<file path="src/verilog/wake_power_pkg.sv">
// Purpose: Shared types and constants for the wake event and power control block.
// Assumes: One always-on standby clock at 100 MHz with a synchronous reset.
// Notes: Input bit positions index the synchroniser bundle in the main module.
package wake_power_pkg;

    typedef enum logic [2:0] {
        pw_working,
        pw_s1,
        pw_s3,
        pw_soft_off,
        pw_apm_sleep,
        pw_apm_off,
        pw_outage
    } power_state_t;

    typedef enum logic [1:0] {
        req_s1,
        req_s3,
        req_soft_off,
        req_apm_sleep
    } sleep_req_t;

    // Positions of the pin inputs inside the synchroniser bundle.
    localparam int SYNC_W = 9;
    localparam int IN_RING_A = 0;
    localparam int IN_RING_HDR = 1;
    localparam int IN_NET_WAKE = 2;
    localparam int IN_PME_N = 3;
    localparam int IN_USB = 4;
    localparam int IN_KBD = 5;
    localparam int IN_MAINS = 6;
    localparam int IN_STBY = 7;
    localparam int IN_LED_DUAL = 8;

    // The PCI event line is active low, so its idle level after reset is one.
    localparam logic [SYNC_W-1:0] SYNC_RESET = 9'h008;

endpackage

</file>
<file path="src/verilog/pin_sync.sv">
// Purpose: Two-stage synchroniser for a bundle of pin levels.
// Assumes: Inputs are asynchronous levels; each bit is an independent signal.
// Notes: The first stage feeds only the second stage.
`timescale 1ns/1ps
module pin_sync #(
    parameter int WIDTH = 1,
    parameter logic [WIDTH-1:0] RESET_VAL = '0
) (
    // Clock and reset
    input wire logic clk,
    input wire logic srst,
    // Levels
    input wire logic [WIDTH-1:0] d,
    output logic [WIDTH-1:0] q
);

    logic [WIDTH-1:0] meta_q;

    always_ff @(posedge clk) begin
        if (srst) begin
            meta_q <= RESET_VAL;
            q <= RESET_VAL;
        end else begin
            meta_q <= d;
            q <= meta_q;
        end
    end

endmodule // pin_sync

</file>
<file path="src/verilog/wake_event_power_control.sv">
// Purpose: Wake decision and power state control running on the standby clock.
// Assumes: Software controls arrive synchronous to clk; all pins are asynchronous.
// Notes: The second serial port's ring detect has no port at all, as it never wakes the system.
`timescale 1ns/1ps
module wake_event_power_control (
    // Clock and reset
    input wire logic clk,
    input wire logic srst,
    // Wake source pins, asynchronous
    input wire logic ring_detect_input,
    input wire logic ring_header_wake,
    input wire logic net_wake_header,
    input wire logic pme_n,
    input wire logic usb_activity,
    input wire logic kbd_activity,
    // Supply and board status pins, asynchronous
    input wire logic mains_good,
    input wire logic standby_present,
    input wire logic led_dual_colour,
    // Software control, synchronous
    input wire logic apm_mode,
    input wire logic soft_off_en,
    input wire logic sleep_req,
    input wire wake_power_pkg::sleep_req_t sleep_kind,
    // Supply, fans and indicators
    output logic ps_on_n_q,
    output logic sys_fan_on_q,
    output logic psu_fan_on_q,
    output logic led_green_q,
    output logic led_amber_q,
    output logic standby_led_q,
    // Events and state
    output logic wake_pulse_q,
    output logic ring_resume_irq_q,
    output logic access_grant_q,
    output wake_power_pkg::power_state_t power_state_q
);

    logic [wake_power_pkg::SYNC_W-1:0] pins_raw;
    logic [wake_power_pkg::SYNC_W-1:0] pins_s;
    logic ring_a_s;
    logic ring_hdr_s;
    logic net_s;
    logic pme_s;
    logic usb_s;
    logic kbd_s;
    logic mains_s;
    logic stby_s;
    logic led_dual_s;
    logic ring_a_d_q;
    logic ring_hdr_d_q;
    logic ring_a_rise;
    logic ring_hdr_rise;
    logic sleep_wake;
    logic net_wake_ok;
    logic ring_wake_off;
    logic ring_resume;
    logic wake_any;
    logic last_on_q;
    logic ring_armed_q;
    logic supply_on;
    wake_power_pkg::power_state_t state_d;

    assign pins_raw[wake_power_pkg::IN_RING_A] = ring_detect_input;
    assign pins_raw[wake_power_pkg::IN_RING_HDR] = ring_header_wake;
    assign pins_raw[wake_power_pkg::IN_NET_WAKE] = net_wake_header;
    assign pins_raw[wake_power_pkg::IN_PME_N] = pme_n;
    assign pins_raw[wake_power_pkg::IN_USB] = usb_activity;
    assign pins_raw[wake_power_pkg::IN_KBD] = kbd_activity;
    assign pins_raw[wake_power_pkg::IN_MAINS] = mains_good;
    assign pins_raw[wake_power_pkg::IN_STBY] = standby_present;
    assign pins_raw[wake_power_pkg::IN_LED_DUAL] = led_dual_colour;

    pin_sync #(
        .WIDTH(wake_power_pkg::SYNC_W),
        .RESET_VAL(wake_power_pkg::SYNC_RESET)
    ) u_pin_sync (
        .clk(clk),
        .srst(srst),
        .d(pins_raw),
        .q(pins_s)
    );

    assign ring_a_s = pins_s[wake_power_pkg::IN_RING_A];
    assign ring_hdr_s = pins_s[wake_power_pkg::IN_RING_HDR];
    assign net_s = pins_s[wake_power_pkg::IN_NET_WAKE];
    assign pme_s = ~pins_s[wake_power_pkg::IN_PME_N];
    assign usb_s = pins_s[wake_power_pkg::IN_USB];
    assign kbd_s = pins_s[wake_power_pkg::IN_KBD];
    assign mains_s = pins_s[wake_power_pkg::IN_MAINS];
    assign stby_s = pins_s[wake_power_pkg::IN_STBY];
    assign led_dual_s = pins_s[wake_power_pkg::IN_LED_DUAL];

    // Each ring is counted once, on its rising edge, so a long ring is one call.
    always_ff @(posedge clk) begin
        if (srst) begin
            ring_a_d_q <= 1'b0;
            ring_hdr_d_q <= 1'b0;
        end else begin
            ring_a_d_q <= ring_a_s;
            ring_hdr_d_q <= ring_hdr_s;
        end
    end

    assign ring_a_rise = ring_a_s & ~ring_a_d_q;
    assign ring_hdr_rise = ring_hdr_s & ~ring_hdr_d_q;

    always_comb begin
        sleep_wake = 1'b0;
        net_wake_ok = 1'b0;
        ring_wake_off = 1'b0;
        ring_resume = 1'b0;
        if (power_state_q == wake_power_pkg::pw_s1 || power_state_q == wake_power_pkg::pw_s3) begin
            sleep_wake = usb_s | kbd_s | pme_s;
        end
        if (power_state_q == wake_power_pkg::pw_apm_off ||
            power_state_q == wake_power_pkg::pw_apm_sleep ||
            power_state_q == wake_power_pkg::pw_soft_off) begin
            net_wake_ok = net_s;
        end
        if (power_state_q == wake_power_pkg::pw_apm_off) begin
            ring_wake_off = ring_a_rise | ring_hdr_rise;
        end
        if (power_state_q == wake_power_pkg::pw_apm_sleep ||
            power_state_q == wake_power_pkg::pw_s1) begin
            ring_resume = ring_a_rise;
        end
    end

    assign wake_any = sleep_wake | net_wake_ok | ring_wake_off | ring_resume;

    // Loss of mains outranks everything, then a sleep request, then a wake.
    always_comb begin
        state_d = power_state_q;
        case (power_state_q)
            wake_power_pkg::pw_outage: begin
                if (mains_s) begin
                    if (soft_off_en && last_on_q) begin
                        state_d = wake_power_pkg::pw_working;
                    end else if (apm_mode) begin
                        state_d = wake_power_pkg::pw_apm_off;
                    end else begin
                        state_d = wake_power_pkg::pw_soft_off;
                    end
                end
            end
            wake_power_pkg::pw_working: begin
                if (!mains_s) begin
                    state_d = wake_power_pkg::pw_outage;
                end else if (sleep_req) begin
                    case (sleep_kind)
                        wake_power_pkg::req_s1: state_d = wake_power_pkg::pw_s1;
                        wake_power_pkg::req_s3: state_d = wake_power_pkg::pw_s3;
                        wake_power_pkg::req_apm_sleep: state_d = wake_power_pkg::pw_apm_sleep;
                        wake_power_pkg::req_soft_off: begin
                            state_d = apm_mode ? wake_power_pkg::pw_apm_off
                                               : wake_power_pkg::pw_soft_off;
                        end
                        default: state_d = power_state_q;
                    endcase
                end
            end
            wake_power_pkg::pw_s1,
            wake_power_pkg::pw_s3,
            wake_power_pkg::pw_soft_off,
            wake_power_pkg::pw_apm_sleep,
            wake_power_pkg::pw_apm_off: begin
                if (!mains_s) begin
                    state_d = wake_power_pkg::pw_outage;
                end else if (wake_any) begin
                    state_d = wake_power_pkg::pw_working;
                end
            end
            default: state_d = wake_power_pkg::pw_outage;
        endcase
    end

    always_ff @(posedge clk) begin
        if (srst) begin
            power_state_q <= wake_power_pkg::pw_outage;
        end else begin
            power_state_q <= state_d;
        end
    end

    // The on/off memory freezes during an outage so that the restore sees the old state.
    always_ff @(posedge clk) begin
        if (srst) begin
            last_on_q <= 1'b0;
        end else if (mains_s && power_state_q != wake_power_pkg::pw_outage) begin
            last_on_q <= power_state_q != wake_power_pkg::pw_soft_off &&
                         power_state_q != wake_power_pkg::pw_apm_off;
        end
    end

    // First call only powers up; a later ring on ring_detect_input while running grants access.
    always_ff @(posedge clk) begin
        if (srst) begin
            ring_armed_q <= 1'b0;
            access_grant_q <= 1'b0;
        end else begin
            access_grant_q <= ring_armed_q && ring_a_rise &&
                              power_state_q == wake_power_pkg::pw_working;
            if (ring_wake_off) begin
                ring_armed_q <= 1'b1;
            end else if (power_state_q != wake_power_pkg::pw_working ||
                         (ring_a_rise && ring_armed_q)) begin
                ring_armed_q <= 1'b0;
            end
        end
    end

    // Ring resume is handed to software as a modem interrupt request.
    always_ff @(posedge clk) begin
        if (srst) begin
            ring_resume_irq_q <= 1'b0;
            wake_pulse_q <= 1'b0;
        end else begin
            ring_resume_irq_q <= ring_resume && mains_s;
            wake_pulse_q <= wake_any && mains_s &&
                            power_state_q != wake_power_pkg::pw_outage;
        end
    end

    assign supply_on = power_state_q == wake_power_pkg::pw_working ||
                       power_state_q == wake_power_pkg::pw_s1 ||
                       power_state_q == wake_power_pkg::pw_apm_sleep;

    always_ff @(posedge clk) begin
        if (srst) begin
            ps_on_n_q <= 1'b1;
            sys_fan_on_q <= 1'b0;
            psu_fan_on_q <= 1'b0;
            led_green_q <= 1'b0;
            led_amber_q <= 1'b0;
            standby_led_q <= 1'b0;
        end else begin
            ps_on_n_q <= ~supply_on;
            sys_fan_on_q <= supply_on;
            psu_fan_on_q <= supply_on;
            led_green_q <= supply_on;
            led_amber_q <= power_state_q == wake_power_pkg::pw_s3 && led_dual_s;
            standby_led_q <= stby_s;
        end
    end
endmodule // wake_event_power_control

</file>
<file path="config.mk">
export PLATFORM = sky130hd
export DESIGN_NAME = wake_event_power_control
export DESIGN_NICKNAME = d
export VERILOG_FILES = /design/src/verilog/wake_power_pkg.sv /design/src/verilog/pin_sync.sv /design/src/verilog/wake_event_power_control.sv
export SDC_FILE = /design/constraint.sdc
export NUM_CORES = 1
export LEC_CHECK = 0
export BUFFER_PORTS_ARGS = -buffer_cell sky130_fd_sc_hd__clkbuf_2
export CAP_MARGIN = 30
export CORE_MARGIN = 2
export CORE_UTILIZATION = 47
export CTS_CLUSTER_DIAMETER = 50
export DETAILED_ROUTE_END_ITERATION = 10
export PLACE_DENSITY_LB_ADDON = 0.12
export SYNTH_ARGS = -nofsm -noshare
export SYNTH_HDL_FRONTEND = slang
export SYNTH_HIERARCHICAL = 1
export SYNTH_SLANG_ARGS = --single-unit
</file>
<file path="constraint.sdc">
create_clock -name clk -period 1.9 [get_ports clk]
set_input_delay 0.38 -clock clk [delete_from_list [all_inputs] [get_ports clk]]
set_output_delay 0.38 -clock clk [all_outputs]
set_load 0.05 [all_outputs]
</file>
==> summary.md, run 1 <==
| Metric | Value |
|---|---|
| CTS tree | done |
| Required time of the critical path | 2.15 ns |
| H-tree depth | 2 |
| Area contributors post-synth | dfxtp_1 (50%), nor2b_1 (6.3%), and2b_1 (4.1%) |
| Relative slew slack | 0.744 |
| Final setup viols | 0 |
| Worst min-delay path category | input port to register |
| Root buf cell | clkbuf_4 |
| Asr flop ratio synth | 0 |
| # IOs | 28 |
| Post-Syn Instances | 134 |
| Post-CTS Setup Bufs | 0 |
| Clock Sinks | 32 |
| RR Startpoint | power_state_q[1]$_SDFFE_PP1P_ |
| Slowest stage delay, CP | 0.43 ns |
| Clock Skew | 0.0113 ns |
| Data arrival, critical path | 2.04 ns |
| Crit-path slowest cell | dfxtp_4 |
| Area of the core | 2540 um^2 |
| Worst-margin pin slew | 0.384 ns |
| # DRC | 0 |
| VDD IR max | 0.000924 V |
| Worst-Skew Late Latency | 0.32 ns |
| Cell taking the most area after synthesis | dfxtp_1 |
| Critical Path End Type | register |
| Resized Gates After CTS | 0 |
| Die Wd | 56.3 um |
| Number of hold violations in the final report | 0 |
| Antenna violations before repair | 0 |
| Routed wl met2 | 1130 um |
| Crit. path cell count | 7 |
| Synth warn | 6 |
| Status | completed |
| TritonCTS buffer count | 5 |
| Most frequent cells in the layout | dfxtp_1 (29), clkbuf_2 (27), nor2b_1 (13), nor2_1 (10), buf_4 (8) |
| Fin. max-slew vios | 0 |
| WP buf/inv | 2 |
| Worst reg2reg path depth | 7 |
| Global router's overall resource usage | 0.165 |
| Grt ovf | 0 |
| Post-synth top flop | dfxtp_1 |
| CP Capture Point | power_state_q[1]$_SDFFE_PP1P_ |
| Maxcap violations | 0 |
| Worst Hold Slack | 0.235 ns |
| TNS Setup | 0 ns |
| RePlAce Congestion | 0.860 |
| Critical path startpoint | power_state_q[1]$_SDFFE_PP1P_ |
| Setup crit start kind | register |
| Fin crit share | 0.939 |
| Final Critical Period | 1.78 ns |
| Share of layout cells above drive strength 1 | 0.280 |
| Count of different cell masters after synthesis | 42 |
| Fin nets | 186 |
| Die H | 56.3 um |
| Achievable Freq | 0.561 GHz |
| Met3 WL | 169 um |
| Initial DRC count | 35 |
| Top delay family on crit path | compound AO/OA/AOI/OAI gates |
| Die ar. | 3170 um^2 |
| CTS clk-pin slew, worst paths | 0.09 ns |
| Largest registers | u_pin_sync/meta_q (9), u_pin_sync/q (9), power_state_q (3) |
| EDFF count, synth | 0 |
| Max Used Layer | met4 |
| Seq/Total Area, Yosys | 0.498 |
| RSZ-0062 raised after global routing | false |
| Final HPWL DP | 1730 um |
| Avg Cell Area, Syn | 9.60 um^2 |
| Hold Buf Count CTS | 0 |
| Clock tree buffer depth | 2 |
| Fill cell count | 222 |
| Pwr Density | 1170 nW/um^2 |
| Antenna-violating nets left | 0 |
| Reg-to-reg endpoint | power_state_q[1]$_SDFFE_PP1P_ |
| First-pass GRT wire length | 4010 um |
| Routed length per instance | 12.0 um |
| Syn Nets | 153 |
| Area Overhead vs Synth | 19.1% |
| Vias in the first global route | 900 |
| Row count | 18 |
| Largest net degree at the start of global routing | 20 |
| Critical Path Fanout Max | 14 |
| Synth Register Bits | 32 |
| Commonest non-fill, non-tap cell in the layout | dfxtp_1 |
| Met1 wire length | 1050 um |
| Routed vias | 1030 |
| Mapped cell area | 1290 um^2 |
| R2r setup slk | 0.12 ns |
| Initial Util | 0.505 |
| CP Cell Sequence | inv_1 > buf_4 > ha_1 > o21ai_1 > nand3_1 > o22ai_1 > mux2i_1 |
| Leakage power | 0.000690 uW |
| Post-Route Utilization | 0.602 |
| Crit path kind | register to register |
| IO Port Bufs | 27 |
| Via/cell ratio | 5.20 |
| Final wirelength | 2370 um |
| Yosys top cell area share | 0.498 |
| Total iterations of the first detailed-routing run | 4 |
| Diodes inserted | 0 |
-- Yosys cell counts (3+ instances only) --
library cell and instances:
nor4_1 3, nand2_1 7, and2b_1 7, nor3_1 4, inv_1 4, ha_1 3
buf_4 3, nand3_1 6, nor2_1 10, nand2b_1 4, dfxtp_1 32, clkbuf_1 3
nor2b_1 13
-- cells by family after synthesis --
| group | after synthesis | synth area share |
|---|---|---|
| flip-flops | 32 | 0.498 |
| multiplexers | 2 | 0.0156 |
| AND/OR/NAND/NOR | 64 | 0.287 |
| XOR/XNOR | 1 | 0.00681 |
| buffers and inverters | 13 | 0.0535 |
| adder cells (fa/ha/maj) | 3 | 0.0292 |
| AO/OA/AOI/OAI | 19 | 0.110 |
-- layer usage --
metal	up-vias	global-route usage
li1	525	-
met5	-	0
met2	42	0.249
met3	2	0.0645
met1	461	0.211
met4	0	0.0680
-- worst min path at each step --
stage	from	to	slack [ns]	cells past startpoint
2_1_floorplan	u_pin_sync/meta_q[3]$_SDFF_PP1_	u_pin_sync/q[3]$_SDFF_PP1_	0.38	1
3_3_place_gp	u_pin_sync/meta_q[3]$_SDFF_PP1_	u_pin_sync/q[3]$_SDFF_PP1_	0.39	1
3_5_place_dp	u_pin_sync/meta_q[3]$_SDFF_PP1_	u_pin_sync/q[3]$_SDFF_PP1_	0.41	1
4_1_cts	pme_n	u_pin_sync/meta_q[3]$_SDFF_PP1_	0.22	2
5_1_grt	pme_n	u_pin_sync/meta_q[3]$_SDFF_PP1_	0.23	2
6_report	pme_n	u_pin_sync/meta_q[3]$_SDFF_PP1_	0.24	2
-- through the flow --
step           std cells  total power (uW)  cell area [um^2]  worst slack, ns
2_1_floorplan        134              1270              1290           0.0128
3_3_place_gp         190              1410              1470            0.171
3_5_place_dp         190              1410              1470            0.150
4_1_cts              198              1810              1530            0.130
5_1_grt              198              1920              1530           0.0147
6_report             198              1800              1530            0.117
-- layout make-up --
cell class | count | area [um^2] | area share
clock buffers | 8 | 58.8 | 0.0384
inverters | 4 | 15.0 | 0.00980
multi-input cells | 89 | 578 | 0.377
flip-flops and latches | 32 | 647 | 0.422
well taps | 30 | 37.5 | 0.0245
repair buffers | 35 | 195 | 0.127
-- report_power, final --
part	switching [uW]	internal [uW]	leakage [uW]
clock	202	182	0.0000326
combinational	390	239	0.000394
sequential	57.5	725	0.000263
total	650	1150	0.000690
Note: power is estimated with default switching activity, not from simulation.
==> run 2, diff against run 1 <==
- BUFFER_PORTS_ARGS: -buffer_cell sky130_fd_sc_hd__clkbuf_2 -> -buffer_cell sky130_fd_sc_hd__buf_4
- SLEW_MARGIN: unset -> 25
==> summary.md, run 2 (synthesized netlist as in run 1, its figures left out) <==
| Metric | Value |
|---|---|
| Status | completed |
| Top delay family on crit path | compound AO/OA/AOI/OAI gates |
| Total iterations of the first detailed-routing run | 4 (unchanged) |
| Final worst slack | 0.0744 ns (-0.0422 ns) |
| Fin. max-slew vios | 0 (unchanged) |
| Setup crit start kind | register |
| Global router's overall resource usage | 0.168 (+0.00298) |
| IO Port Bufs | 27 (unchanged) |
| VDD IR max | 0.000931 V (+0.75%) |
| Reg-to-reg endpoint | power_state_q[2]$_SDFFE_PP1P_ |
| Largest net degree at the start of global routing | 33 (+65%) |
| Crit-path slowest cell | dfxtp_4 |
| Worst-Skew Late Latency | 0.31 ns (about the same) |
| Area Overhead vs Synth | 23.2% |
| Setup slack at placement | 0.101 ns (-0.0484 ns) |
| Number of hold violations in the final report | 0 (unchanged) |
| Final setup viols | 0 (unchanged) |
| Post-Place Cells | 187 (-1.6%) |
| Routed wl met2 | 1210 um (+7.1%) |
| TritonCTS buffer count | 5 (unchanged) |
| Post-Route Utilization | 0.622 (+0.0206) |
| First-pass GRT wire length | 4100 um (+2.2%) |
| Leakage power | 0.000695 uW (+0.80%) |
| Crit. path cell count | 6 (-1) |
| Clock Skew | 0.0131 ns (+0.00185 ns) |
| Hold endpoint | u_pin_sync/meta_q[3]$_SDFF_PP1_ |
| Worst min-delay path category | input port to register |
| Data arrival, critical path | 2.01 ns (-0.03 ns) |
| Maxcap violations | 0 (unchanged) |
| Pwr Density | 1160 nW/um^2 (-0.79%) |
| Relative slew slack | 0.780 (+0.0361) |
| Clock tree buffer depth | 2 (unchanged) |
| Antenna violations before repair | 0 (unchanged) |
| Most frequent cells in the layout | buf_4 (32), dfxtp_1 (29), nor2b_1 (13), nor2_1 (10) |
| HP Start | pme_n |
| Post-route insts no fill | 195 (-1.5%) |
| Die ar. | 3170 um^2 (unchanged) |
| Initial Util | 0.505 (unchanged) |
| Routed vias | 1058 (+2.7%) |
| Post-CTS Setup Bufs | 0 (unchanged) |
| Share of layout cells above drive strength 1 | 0.273 (-0.00703) |
| Critical Path Fanout Max | 14 (unchanged) |
| # IOs | 28 (unchanged) |
| Met3 WL | 201 um (+19%) |
| CTS clk-pin slew, worst paths | 0.10 ns (about the same) |
| Crit path kind | register to register |
| Critical Path End Type | register |
| Worst reg2reg path depth | 6 (-1) |
| Hold Buf Count CTS | 0 (unchanged) |
| RePlAce Congestion | 0.909 (+5.7%) |
| Via/cell ratio | 5.43 (+4.3%) |
| Initial DRC count | 36 (+2.9%) |
| Slowest stage delay, CP | 0.44 ns (about the same) |
| Hold path cells | 2 (unchanged) |
| Diodes inserted | 0 (unchanged) |
| Row count | 18 (unchanged) |
| Commonest non-fill, non-tap cell in the layout | buf_4 |
| Root buf cell | clkbuf_4 |
| CP Cell Sequence | inv_1 > ha_1 > a22oi_1 > nand2_1 > a211oi_1 > o221ai_1 |
| Final wirelength | 2490 um (+4.7%) |
| Area of the core | 2540 um^2 (unchanged) |
| Fin crit share | 0.961 (+0.0222) |
| CTS tree | done |
| Grt ovf | 0 (unchanged) |
| Final HPWL DP | 1750 um (+1.0%) |
| Routed length per instance | 12.7 um (+6.3%) |
| Antenna-violating nets left | 0 (unchanged) |
| Worst-margin pin slew | 0.322 ns (-0.0625 ns) |
| Met1 wire length | 1070 um (+1.8%) |
| Final Critical Period | 1.83 ns (+0.0422 ns) |
| Achievable Freq | 0.548 GHz (-2.3%) |
| Fin nets | 183 (-1.6%) |
| Required time of the critical path | 2.08 ns (-0.07 ns) |
| H-tree depth | 2 (unchanged) |
| Die H | 56.3 um (unchanged) |
| RR Startpoint | power_state_q[1]$_SDFFE_PP1P_ |
| Vias in the first global route | 969 (+7.7%) |
| WP buf/inv | 1 (-1) |
| TNS Setup | 0 ns (unchanged) |
| R2r setup slk | 0.07 ns (-0.04 ns) |
| Max Used Layer | met4 |
| Largest registers | u_pin_sync/meta_q (9), u_pin_sync/q (9), power_state_q (3) |
| # DRC | 0 (unchanged) |
| Die Wd | 56.3 um (unchanged) |
| Clock Sinks | 32 (unchanged) |
| Resized Gates After CTS | 0 (unchanged) |
[run 2: worst max path at each step]
stage	startpoint	endpoint	slack [ns]
after CTS	power_state_q[1]$_SDFFE_PP1P_	power_state_q[2]$_SDFFE_PP1P_	0.09
after floorplan	power_state_q[2]$_SDFFE_PP1P_	power_state_q[1]$_SDFFE_PP1P_	0.01
after global placement	power_state_q[0]$_SDFFE_PP0P_	power_state_q[0]$_SDFFE_PP0P_	0.20
after global routing	power_state_q[1]$_SDFFE_PP1P_	power_state_q[2]$_SDFFE_PP1P_	-0.004
after detailed placement	power_state_q[1]$_SDFFE_PP1P_	power_state_q[2]$_SDFFE_PP1P_	0.10
final	power_state_q[1]$_SDFFE_PP1P_	power_state_q[2]$_SDFFE_PP1P_	0.07
[run 2: cell type report]
class                           count  area (um^2)
Clock buffer                        8         58.8
Fill cell                         217          961
Sequential cell                    32          649
Inverter                            4         15.0
Timing Repair Buffer               32          240
Multi-Input combinational cell     89          583
Tap cell                           30         37.5
[run 2: metal layers]
layer  GRT usage  vias up
met5           0        -
met4      0.0646        0
met3      0.0668        2
met2       0.262       56
met1       0.208      481
li1            -      519
[run 2: power breakdown]
group	switching, uW	leakage [uW]	internal, uW
Combinational	405	0.000399	263
Sequential	58.2	0.000263	729
Clock	205	0.0000326	183
[run 2: worst reg2reg max path: stages, from the launching register on]
cell	delay, ns
dfxtp_4	0.44
inv_1	0.08
ha_1	0.34
a22oi_1	0.21
nand2_1	0.13
a211oi_1	0.32
o221ai_1	0.18
[run 2: per-stage QoR]
stage	hold WS (ns)	total power [uW]	instance area, um^2
final	0.244	1840	1580
after global placement	0.390	1420	1520
after detailed placement	0.397	1440	1520
after floorplan	0.383	1270	1290
after CTS	0.225	1830	1580
after global routing	0.214	1950	1580
